`config.mk`:
```
export PLATFORM = sky130hd
export DESIGN_NAME = ioc_top
export DESIGN_NICKNAME = d
export VERILOG_FILES = /design/src/ioc_pkg.sv /design/src/ioc_prio_if.sv /design/src/ioc_prio.sv /design/src/ioc_sync.sv /design/src/ioc_top.sv
export SDC_FILE = /design/constraint.sdc
export NUM_CORES = 1
export LEC_CHECK = 0
export ABC_AREA = 1
export BUFFER_PORTS_ARGS = -buffer_cell sky130_fd_sc_hd__buf_2
export CORE_AREA = 2 2 124 126
export DETAILED_ROUTE_END_ITERATION = 7
export DIE_AREA = 0 0 126 128
export GPL_TIMING_DRIVEN = 0
export PLACE_DENSITY_LB_ADDON = 0.12
export SLEW_MARGIN = 20
export SYNTH_ARGS = -nofsm -noshare
export SYNTH_HDL_FRONTEND = slang
export SYNTH_SLANG_ARGS = --single-unit
```
`constraint.sdc`:
```
create_clock -name sys_clk_i -period 4.3 [get_ports sys_clk_i]
set_clock_uncertainty 0.2 [all_clocks]
set_input_delay 0.215 -clock sys_clk_i [delete_from_list [all_inputs] [get_ports sys_clk_i]]
set_output_delay 0.215 -clock sys_clk_i [all_outputs]
set_load 0.01 [all_outputs]
```
`src/ioc_pkg.sv`:
```
// Purpose: shared constants for the cascaded interrupt command-word logic
// Assumes: 8-bit I/O data, two controllers, slave cascaded on master input 2
// Notes:   offsets, field positions and codes used by ioc_top, and its byte-wide reset values, live here; the checker and bench repeat some as literals
package ioc_pkg;

    // ------------------------------------------------------------------
    // port map
    // ------------------------------------------------------------------
    localparam logic [15:0] MASTER_CMD_PORT  = 16'h0020;
    localparam logic [15:0] MASTER_MASK_PORT = 16'h0021;
    localparam logic [15:0] SLAVE_CMD_PORT   = 16'h00a0;
    localparam logic [15:0] SLAVE_MASK_PORT  = 16'h00a1;

    // ------------------------------------------------------------------
    // command word fields
    // ------------------------------------------------------------------
    localparam int INIT_BIT       = 4;
    localparam int OCW_SEL_BIT    = 3;
    localparam int SMM_ENABLE_BIT = 6;
    localparam int SMM_VALUE_BIT  = 5;
    localparam int POLL_BIT       = 2;
    localparam int STAT_VALID_BIT = 1;
    localparam int STAT_WHICH_BIT = 0;
    localparam int POLL_PEND_BIT  = 7;
    localparam int CMD_MSB        = 7;
    localparam int CMD_LSB        = 5;
    localparam int CHAN_MSB       = 2;
    localparam int INIT_SINGLE_BIT = 1;
    localparam int INIT_NEED4_BIT  = 0;
    localparam int ICW4_AUTO_BIT   = 1;

    // ------------------------------------------------------------------
    // end-of-service / rotation command codes
    // ------------------------------------------------------------------
    localparam logic [2:0] CMD_CLR_ROT_AUTO  = 3'h0;
    localparam logic [2:0] CMD_NONSPEC_EOS   = 3'h1;
    localparam logic [2:0] CMD_NONE          = 3'h2;
    localparam logic [2:0] CMD_SPEC_EOS      = 3'h3;
    localparam logic [2:0] CMD_SET_ROT_AUTO  = 3'h4;
    localparam logic [2:0] CMD_ROT_NONSPEC   = 3'h5;
    localparam logic [2:0] CMD_SPEC_ROTATE   = 3'h6;
    localparam logic [2:0] CMD_ROT_SPEC_EOS  = 3'h7;

    // ------------------------------------------------------------------
    // reset values and fixed numbers
    // ------------------------------------------------------------------
    localparam logic [7:0] MASK_RESET     = 8'h00;
    localparam logic [7:0] REG_RESET      = 8'h00;
    localparam logic [2:0] LOWEST_RESET   = 3'h7;
    localparam logic [2:0] CASCADE_IR     = 3'h2;
    localparam logic [3:0] SLAVE_IRQ_BASE = 4'h8;
    localparam logic [7:0] UNMAPPED_READ  = 8'h00;
    localparam int         NUM_UNITS      = 2;

endpackage

```
`src/ioc_prio_if.sv`:
```
// Purpose: carries one controller's state into its priority resolver and back
// Assumes: same clock on both sides, purely combinational path
// Notes:   results are valid in the same cycle as the inputs
`timescale 1ns/1ns
`default_nettype none
interface ioc_prio_if;
    logic [7:0] req;
    logic [7:0] in_service_register;
    logic       smm;
    logic [2:0] lowest;
    logic       pend;
    logic [2:0] lvl;
    logic       isr_any;
    logic [2:0] isr_top;

    modport unit (output req, output in_service_register, output smm, output lowest,
                  input pend, input lvl, input isr_any, input isr_top);
    modport prio (input req, input in_service_register, input smm, input lowest,
                  output pend, output lvl, output isr_any, output isr_top);
endinterface
`default_nettype wire

```
`src/ioc_prio.sv`:
```
// Purpose: rotating priority resolver for one controller
// Assumes: channel after lowest is highest priority
// Notes:   combinational; caller registers what it needs
`timescale 1ns/1ns
`default_nettype none
module ioc_prio (
    ioc_prio_if.prio p
);
    logic       blocked;
    logic       found;
    logic [2:0] c;

    always_comb begin
        p.pend    = 1'b0;
        p.lvl     = 3'h0;
        p.isr_any = |p.in_service_register;
        p.isr_top = 3'h0;
        blocked   = 1'b0;
        found     = 1'b0;
        c         = 3'h0;
        for (int i = 0; i < 8; i++) begin
            c = 3'(p.lowest + 3'h1 + 3'(i));
            // special mask mode: in-service bits never block
            if (!p.smm && p.in_service_register[c]) begin
                blocked = 1'b1;
            end
            if (!blocked && !p.pend && p.req[c]) begin
                p.pend = 1'b1;
                p.lvl  = c;
            end
            if (!found && p.in_service_register[c]) begin
                found     = 1'b1;
                p.isr_top = c;
            end
        end
    end
endmodule // ioc_prio
`default_nettype wire

```
`src/ioc_sync.sv`:
```
// Purpose: two-stage synchroniser for asynchronous request pins
// Assumes: each bit is an independent level
// Notes:   first stage feeds only the second stage
`timescale 1ns/1ns
`default_nettype none
module ioc_sync #(
    parameter int W = 8
) (
    input  wire logic         sys_clk_i,
    input  wire logic         reset_i,
    input  wire logic [W-1:0] async_i,
    output logic      [W-1:0] sync_o
);
    logic [W-1:0] meta_q;
    logic [W-1:0] meta_d;
    logic [W-1:0] sync_q;
    logic [W-1:0] sync_d;

    always_comb begin
        meta_d = async_i;
        sync_d = meta_q;
    end

    always_ff @(posedge sys_clk_i or posedge reset_i) begin
        if (reset_i) begin
            meta_q <= '0;
            sync_q <= '0;
        end else begin
            meta_q <= meta_d;
            sync_q <= sync_d;
        end
    end

    assign sync_o = sync_q;
endmodule // ioc_sync
`default_nettype wire

```
`src/ioc_top.sv`:
```
// Purpose: command-word handling of a cascaded master/slave interrupt pair
// Assumes: host strobes are one-cycle pulses on sys_clk_i; request pins async
// Notes:   inputs are level triggered; init words after the first are consumed
`timescale 1ns/1ns
`default_nettype none
module ioc_top (
    input  wire logic        sys_clk_i,
    input  wire logic        reset_i,
    input  wire logic [15:0] io_addr_i,
    input  wire logic        io_wr_i,
    input  wire logic        io_rd_i,
    input  wire logic [7:0]  io_wdata_i,
    input  wire logic [7:0]  master_irq_i,
    input  wire logic [7:0]  slave_irq_i,
    input  wire logic        int_ack_i,
    output logic      [7:0]  io_rdata_o,
    output logic             io_rdata_valid_o,
    output logic             master_int_o,
    output logic      [3:0]  ack_irq_o,
    output logic             ack_valid_o
);
    // ------------------------------------------------------------------
    // request pin synchronisers
    // ------------------------------------------------------------------
    logic [7:0] msync;
    logic [7:0] ssync;

    ioc_sync #(.W(8)) u_msync (
        .sys_clk_i (sys_clk_i),
        .reset_i   (reset_i),
        .async_i   (master_irq_i),
        .sync_o    (msync)
    );

    ioc_sync #(.W(8)) u_ssync (
        .sys_clk_i (sys_clk_i),
        .reset_i   (reset_i),
        .async_i   (slave_irq_i),
        .sync_o    (ssync)
    );

    // ------------------------------------------------------------------
    // per-controller state
    // ------------------------------------------------------------------
    ioc_prio_if pif [ioc_pkg::NUM_UNITS] ();

    logic [15:0] cmd_port   [ioc_pkg::NUM_UNITS];
    logic [15:0] mask_port  [ioc_pkg::NUM_UNITS];
    logic [7:0]  req_in     [ioc_pkg::NUM_UNITS];
    logic        unit_ack   [ioc_pkg::NUM_UNITS];
    logic [7:0]  rd_even    [ioc_pkg::NUM_UNITS];
    logic [7:0]  rd_odd     [ioc_pkg::NUM_UNITS];
    logic        poll_now   [ioc_pkg::NUM_UNITS];
    logic        unit_pend  [ioc_pkg::NUM_UNITS];
    logic [2:0]  unit_lvl   [ioc_pkg::NUM_UNITS];
    logic        slave_hit;

    assign cmd_port[0]  = ioc_pkg::MASTER_CMD_PORT;
    assign mask_port[0] = ioc_pkg::MASTER_MASK_PORT;
    // slave mask/poll/status word shares the slave command port
    assign cmd_port[1]  = ioc_pkg::SLAVE_CMD_PORT;
    assign mask_port[1] = ioc_pkg::SLAVE_MASK_PORT;

    // slave pending request enters master input 2 (cascade)
    always_comb begin
        req_in[0] = msync;
        req_in[0][ioc_pkg::CASCADE_IR] = msync[ioc_pkg::CASCADE_IR] | unit_pend[1];
        req_in[1] = ssync;
    end

    // slave is only acknowledged when the master picks the cascade input
    assign slave_hit   = unit_pend[0] && (unit_lvl[0] == ioc_pkg::CASCADE_IR);
    assign unit_ack[0] = int_ack_i;
    assign unit_ack[1] = int_ack_i && slave_hit;

    for (genvar u = 0; u < ioc_pkg::NUM_UNITS; u++) begin : g_unit
        logic [7:0] irr_q, irr_d;
        logic [7:0] isr_q, isr_d;
        logic [7:0] mask_q, mask_d;
        logic       smm_q, smm_d;
        logic       poll_q, poll_d;
        logic       sel_isr_q, sel_isr_d;
        logic [2:0] lowest_q, lowest_d;
        logic       rot_auto_q, rot_auto_d;
        logic       auto_q, auto_d;
        logic [1:0] init_cnt_q, init_cnt_d;
        logic       need4_q, need4_d;
        logic       even_wr;
        logic       odd_wr;
        logic       even_rd;
        logic [2:0] chan;

        assign even_wr = io_wr_i && (io_addr_i == cmd_port[u]);
        assign odd_wr  = io_wr_i && (io_addr_i == mask_port[u]);
        assign even_rd = io_rd_i && (io_addr_i == cmd_port[u]);
        assign chan    = io_wdata_i[ioc_pkg::CHAN_MSB:0];

        // mask bits gate requests in every mode
        assign pif[u].req    = irr_q & ~mask_q;
        assign pif[u].in_service_register    = isr_q;
        assign pif[u].smm    = smm_q;
        assign pif[u].lowest = lowest_q;

        ioc_prio u_prio (
            .p (pif[u])
        );

        assign unit_pend[u] = pif[u].pend;
        assign unit_lvl[u]  = pif[u].lvl;
        assign poll_now[u]  = poll_q;
        // poll word: pending flag on top, level in the low bits
        assign rd_even[u]   = poll_q ? {pif[u].pend, 4'h0, pif[u].lvl} :
                              (sel_isr_q ? isr_q : irr_q);
        assign rd_odd[u]    = mask_q;

        always_comb begin
            // request register holds while a poll is outstanding
            irr_d      = poll_q ? irr_q : req_in[u];
            isr_d      = isr_q;
            mask_d     = mask_q;
            smm_d      = smm_q;
            poll_d     = poll_q;
            sel_isr_d  = sel_isr_q;
            lowest_d   = lowest_q;
            rot_auto_d = rot_auto_q;
            auto_d     = auto_q;
            init_cnt_d = init_cnt_q;
            need4_d    = need4_q;
            // bit 7 is decoded only as the top bit of the end-of-service/rotation command code
            if (even_wr) begin
                if (io_wdata_i[ioc_pkg::INIT_BIT]) begin
                    // first init word: restart and count following words
                    mask_d     = ioc_pkg::MASK_RESET;
                    isr_d      = ioc_pkg::REG_RESET;
                    smm_d      = 1'b0;
                    poll_d     = 1'b0;
                    sel_isr_d  = 1'b0;
                    lowest_d   = ioc_pkg::LOWEST_RESET;
                    rot_auto_d = 1'b0;
                    auto_d     = 1'b0;
                    need4_d    = io_wdata_i[ioc_pkg::INIT_NEED4_BIT];
                    init_cnt_d = 2'h1
                               + {1'b0, ~io_wdata_i[ioc_pkg::INIT_SINGLE_BIT]}
                               + {1'b0, io_wdata_i[ioc_pkg::INIT_NEED4_BIT]};
                end else if (io_wdata_i[ioc_pkg::OCW_SEL_BIT]) begin
                    if (io_wdata_i[ioc_pkg::SMM_ENABLE_BIT]) begin
                        smm_d = io_wdata_i[ioc_pkg::SMM_VALUE_BIT];
                    end
                    if (io_wdata_i[ioc_pkg::POLL_BIT]) begin
                        poll_d = 1'b1;
                    end
                    if (io_wdata_i[ioc_pkg::STAT_VALID_BIT]) begin
                        sel_isr_d = io_wdata_i[ioc_pkg::STAT_WHICH_BIT];
                    end
                end else begin
                    // channel field only used by specific codes
                    unique case (io_wdata_i[ioc_pkg::CMD_MSB:ioc_pkg::CMD_LSB])
                        ioc_pkg::CMD_CLR_ROT_AUTO: begin
                            rot_auto_d = 1'b0;
                        end
                        ioc_pkg::CMD_NONSPEC_EOS: begin
                            if (pif[u].isr_any) begin
                                isr_d[pif[u].isr_top] = 1'b0;
                            end
                        end
                        ioc_pkg::CMD_NONE: begin
                            isr_d = isr_q;
                        end
                        ioc_pkg::CMD_SPEC_EOS: begin
                            isr_d[chan] = 1'b0;
                        end
                        ioc_pkg::CMD_SET_ROT_AUTO: begin
                            rot_auto_d = 1'b1;
                        end
                        ioc_pkg::CMD_ROT_NONSPEC: begin
                            if (pif[u].isr_any) begin
                                isr_d[pif[u].isr_top] = 1'b0;
                                lowest_d = pif[u].isr_top;
                            end
                        end
                        ioc_pkg::CMD_SPEC_ROTATE: begin
                            lowest_d = chan;
                        end
                        ioc_pkg::CMD_ROT_SPEC_EOS: begin
                            isr_d[chan] = 1'b0;
                            lowest_d    = chan;
                        end
                    endcase
                end
            end
            if (odd_wr) begin
                if (init_cnt_q != 2'h0) begin
                    // later init words are consumed; only auto end-of-service kept
                    init_cnt_d = init_cnt_q - 2'h1;
                    if (need4_q && (init_cnt_q == 2'h1)) begin
                        auto_d = io_wdata_i[ioc_pkg::ICW4_AUTO_BIT];
                    end
                end else begin
                    mask_d = io_wdata_i;
                end
            end
            // poll read or acknowledge moves the winner into service unless auto end-of-service is set
            if ((even_rd && poll_q) || unit_ack[u]) begin
                if (pif[u].pend) begin
                    if (!auto_q) begin
                        isr_d[pif[u].lvl] = 1'b1;
                    end else if (rot_auto_q) begin
                        lowest_d = pif[u].lvl;
                    end
                end
            end
            if (even_rd && poll_q) begin
                poll_d = 1'b0;
            end
        end

        always_ff @(posedge sys_clk_i or posedge reset_i) begin
            if (reset_i) begin
                // command fields start at zero except lowest at 7, inputs unmasked
                irr_q      <= ioc_pkg::REG_RESET;
                isr_q      <= ioc_pkg::REG_RESET;
                mask_q     <= ioc_pkg::MASK_RESET;
                smm_q      <= 1'b0;
                poll_q     <= 1'b0;
                sel_isr_q  <= 1'b0;
                lowest_q   <= ioc_pkg::LOWEST_RESET;
                rot_auto_q <= 1'b0;
                auto_q     <= 1'b0;
                init_cnt_q <= 2'h0;
                need4_q    <= 1'b0;
            end else begin
                irr_q      <= irr_d;
                isr_q      <= isr_d;
                mask_q     <= mask_d;
                smm_q      <= smm_d;
                poll_q     <= poll_d;
                sel_isr_q  <= sel_isr_d;
                lowest_q   <= lowest_d;
                rot_auto_q <= rot_auto_d;
                auto_q     <= auto_d;
                init_cnt_q <= init_cnt_d;
                need4_q    <= need4_d;
            end
        end
    end

    // ------------------------------------------------------------------
    // read data, interrupt and acknowledge outputs
    // ------------------------------------------------------------------
    logic [7:0] rdata_q, rdata_d;
    logic       rvalid_q, rvalid_d;
    logic       int_q, int_d;
    logic [3:0] ack_irq_q, ack_irq_d;
    logic       ack_valid_q, ack_valid_d;

    always_comb begin
        rdata_d     = ioc_pkg::UNMAPPED_READ;
        rvalid_d    = io_rd_i;
        int_d       = unit_pend[0];
        ack_irq_d   = ack_irq_q;
        ack_valid_d = 1'b0;
        if (io_rd_i) begin
            for (int u = 0; u < ioc_pkg::NUM_UNITS; u++) begin
                if (io_addr_i == cmd_port[u]) begin
                    rdata_d = rd_even[u];
                end else if (io_addr_i == mask_port[u]) begin
                    rdata_d = rd_odd[u];
                end
            end
        end
        if (int_ack_i && unit_pend[0]) begin
            ack_valid_d = 1'b1;
            // slave channel n reports as system request 8+n
            ack_irq_d   = (slave_hit && unit_pend[1]) ?
                          ioc_pkg::SLAVE_IRQ_BASE + {1'b0, unit_lvl[1]} :
                          {1'b0, unit_lvl[0]};
        end
    end

    always_ff @(posedge sys_clk_i or posedge reset_i) begin
        if (reset_i) begin
            rdata_q     <= ioc_pkg::REG_RESET;
            rvalid_q    <= 1'b0;
            int_q       <= 1'b0;
            ack_irq_q   <= 4'h0;
            ack_valid_q <= 1'b0;
        end else begin
            rdata_q     <= rdata_d;
            rvalid_q    <= rvalid_d;
            int_q       <= int_d;
            ack_irq_q   <= ack_irq_d;
            ack_valid_q <= ack_valid_d;
        end
    end

    assign io_rdata_o       = rdata_q;
    assign io_rdata_valid_o = rvalid_q;
    assign master_int_o     = int_q;
    assign ack_irq_o        = ack_irq_q;
    assign ack_valid_o      = ack_valid_q;
endmodule // ioc_top
`default_nettype wire

```
==> results_dict.tcl <==
set metrics [dict create \
    status "finished, final reports clean" \
    maxSlewHeadroom_pct 57.3 \
    required_ns 4.47 \
    power_density_mw_per_mm2 261 \
    cts_root_buffer "clkbuf_16" \
    hpwlAfterDp_um 21400 \
    synth_ff_type "dfrtp_1" \
    antenna_cells 0 \
    fp.dieArea_sq_mm 0.0161 \
    crit_fanout 10 \
    synthesis.nets 1403 \
    std_cell_rows 45 \
    crit_family "simple AND/OR/NAND/NOR gates" \
    num-nets-final 1522 \
    ys_ff_latch 117 \
    initial_core_util_pct 59.0 \
    cp_slowest_cell "dfstp_2" \
    max_freq_mhz 239 \
    grt_max_degree 82 \
    drive_above_1_share_pct 15.7 \
    synthCells 1353 \
    postRouteAntennaNets 0 \
    layout.cells.non_filler 1673 \
    slew_violations 0 \
    max_stage_delay_ns 0.55 \
    final_hold_viol_count 0 \
    maxCapViolCount 0 \
    yosysUniqueCellTypes 47 \
    io_pins 60 \
    hold_path_class "in -> reg" \
    worstSetupEndpointType "register" \
    dr.pass1.iters 8 \
    vias_per_cell 5.96 \
    antenna_found_initial 0 \
    worstMarginPinSlew_ns 0.634 \
    p_leak_uw 0.00516 \
    arrival_ns 4.35 \
    htree_levels 4 \
    grt_pass1_wl_um 45400 \
    clock_latency_ns 0.43 \
    async_flop_share_pct 100 \
    dp_slack_ns -0.213 \
    syn_area_sq_mm 0.00876 \
    dieWidth_um 126 \
    ys_warn_count 0 \
    vias 9968 \
    final_cell_area_sq_mm 0.0105 \
    yosysSeqAreaShare_pct 33.5 \
    grt_usage_pct 36.0 \
    final.period_utilization_pct 97.1 \
    place_area_sq_mm 0.00932 \
    io_buffers 58 \
    grt-ovfl-total 0 \
    start_kind "register" \
    ctsLongestPathBuffers 2 \
    vdd_drop_max_uv 311 \
    setup_ws_ns 0.124 \
    die_y_um 128 \
    core_sq_mm 0.0149 \
    synth_edf_count 0 \
    drc 0 \
    utilization_pct 70.6 \
    cts_tree "yes" \
    clk_pin_slew_worst_paths_ns 0.06 \
    postSynthAreaPerCell_sq_um 6.48 \
    dp_cells 1600 \
    area_growth_syn_to_layout_pct 19.8 \
    min_period_ns 4.18 \
    wl_per_cell_um 17.3 \
    drt_iter0_drc 1291 \
    cp_num_buf_inv 8 \
    cts_made_buffers 17 \
    reg2reg_slack_ns 0.12 \
    grt_pass1_vias 8866 \
    place_congestion 0.960 \
    finalSetupViolations 0 \
    crit_type "reg -> reg" \
    crit_top_cell "nand3_1" \
    drt-total-wl_um 28900 \
    cts.sinks 117 \
]
## stage by stage
stage	hold WS (ns)	total power [uW]	TNS, ns
after floorplan	0.0464	1260	0
after global placement	0.123	1330	-50.55
after detailed placement	0.0239	1340	-1.58
after CTS	0.0136	2740	0
after global routing	0.0553	2820	-0.0912
final	0.0279	2740	0
## final cells by class
cell class	instances	area, sq um
Timing Repair Buffer	100	717
Inverter	151	584
Multi-Input combinational cell	1043	5190
Buffer	42	260
Clock inverter	14	141
Tap cell	188	235
Sequential cell	117	2940
Fill cell	1305	4360
Clock buffer	18	439
## logic make-up after synthesis
group	Yosys count	synth area share, %
XOR/XNOR	5	0.842
AO/OA/AOI/OAI	210	13.7
flip-flops	117	33.5
adder cells (fa/ha/maj)	5	0.714
AND/OR/NAND/NOR	821	41.7
buffers and inverters	193	9.26
multiplexers	2	0.228
## report_power, final
group | internal (uW) | switching (uW) | total, uW
clock network | 823 | 568 | 1390
logic | 70.5 | 135 | 205
registers | 1120 | 13.9 | 1140
## layout by cell type, fill, tap and decap left out, drive strengths merged
master	synthesis	routed
o2111ai	8	8
xnor2	2	2
buf	23	95
nor3	14	14
a31oi	21	21
nor4	4	4
bufinv	0	1
o21a	3	3
o21ai	93	93
o21bai	1	1
nor2	130	130
dlygate4sd3	0	25
a21oi	52	52
a32oi	1	1
a22oi	8	8
mux2i	2	2
nand4	27	27
and2	1	1
o22ai	2	2
o221ai	1	1
nor3b	1	1
ha	5	5
a41oi	1	1
dfstp	6	6
dfrtp	111	111
or2	3	3
a21boi	6	6
xor2	3	3
clkinv	4	7
clkbuf	19	40
nand3	212	212
clkinvlp	0	4
o211ai	13	13
nand2	429	429
inv	147	153
## synth_stat cells, drive strengths merged, types with 13 or more instances
| cell type | count | area, sq um |
|---|---|---|
| a21oi | 52 | 264 |
| a31oi | 21 | 131 |
| buf | 23 | 164 |
| clkbuf | 19 | 71.3 |
| dfrtp | 111 | 2780 |
| inv | 147 | 562 |
| nand2 | 429 | 1680 |
| nand3 | 212 | 1130 |
| nand4 | 27 | 169 |
| nor2 | 130 | 556 |
| nor3 | 14 | 75.1 |
| o211ai | 13 | 97.6 |
| o21ai | 93 | 465 |
## worst reg2reg max path, cell delays in order, from the launching register on
cell and delay (ns):
dfstp_2 0.55, buf_6 0.15, inv_6 0.06, buf_4 0.18, ha_1 0.31, buf_6 0.15, inv_4 0.08, buf_8 0.15
nand3_2 0.10, nand2_4 0.13, nand2_1 0.11, nand3_2 0.13, nand3_4 0.12, nor2_4 0.12, nand3_1 0.10, nor2_2 0.16
nor2_4 0.07, buf_4 0.13, nand3_1 0.09, nand3_1 0.09, nor2_2 0.17, nand4_1 0.24, nand2_2 0.18, buf_6 0.15
nand3_1 0.10, nand2_1 0.09
## layer usage
layer / GRT usage [%] / vias up / share of wire [%]
li1: - / 4724 / -
met3: 7.89 / 81 / 10
met4: 15.2 / 0 / 4.0
met1: 51.9 / 4596 / 43
met5: 0 / - / 0
met2: 52.7 / 567 / 43
## registers in the layout, summed over array words and instances (netlist names), 2 cells and up
name / flops
g_unit.irr_q: 16
g_unit.isr_q: 16
g_unit.mask_q: 16
io_rdata_o: 8
u_msync.meta_q: 8
u_msync.sync_o: 8
u_ssync.meta_q: 8
u_ssync.sync_o: 8
g_unit.lowest_q: 6
ack_irq_o: 4
g_unit.init_cnt_q: 4
g_unit.auto_q: 2
g_unit.need4_q: 2
g_unit.poll_q: 2
g_unit.rot_auto_q: 2
g_unit.sel_isr_q: 2
g_unit.smm_q: 2
## repair_timing
item	in CTS	in global routing
pin swaps	3	12
hold buffers	25	0
endpoints found under the hold margin	142	0
buffers inserted	2	14
gates resized for setup	5	46
endpoints found under the setup margin	15	31
## final timing paths
| path | startpoint | end | cells past startpoint |
|---|---|---|---|
| worst max-delay path | g_unit[0].lowest_q[0] | g_unit[1].lowest_q[0] | 25 |
| worst min-delay path | io_addr_i[1] | g_unit[0].init_cnt_q[1] | 5 |
| worst max register to register | g_unit[0].lowest_q[0] | g_unit[1].lowest_q[0] | 25 |
| worst min register to register | u_ssync.meta_q[3] | u_ssync.sync_o[3] | 0 |
| max in group asynchronous | reset_i | g_unit[1].lowest_q[2] | 4 |
| min in group asynchronous | reset_i | u_msync.sync_o[3] | 3 |
Note: power is estimated with default switching activity, not from simulation.
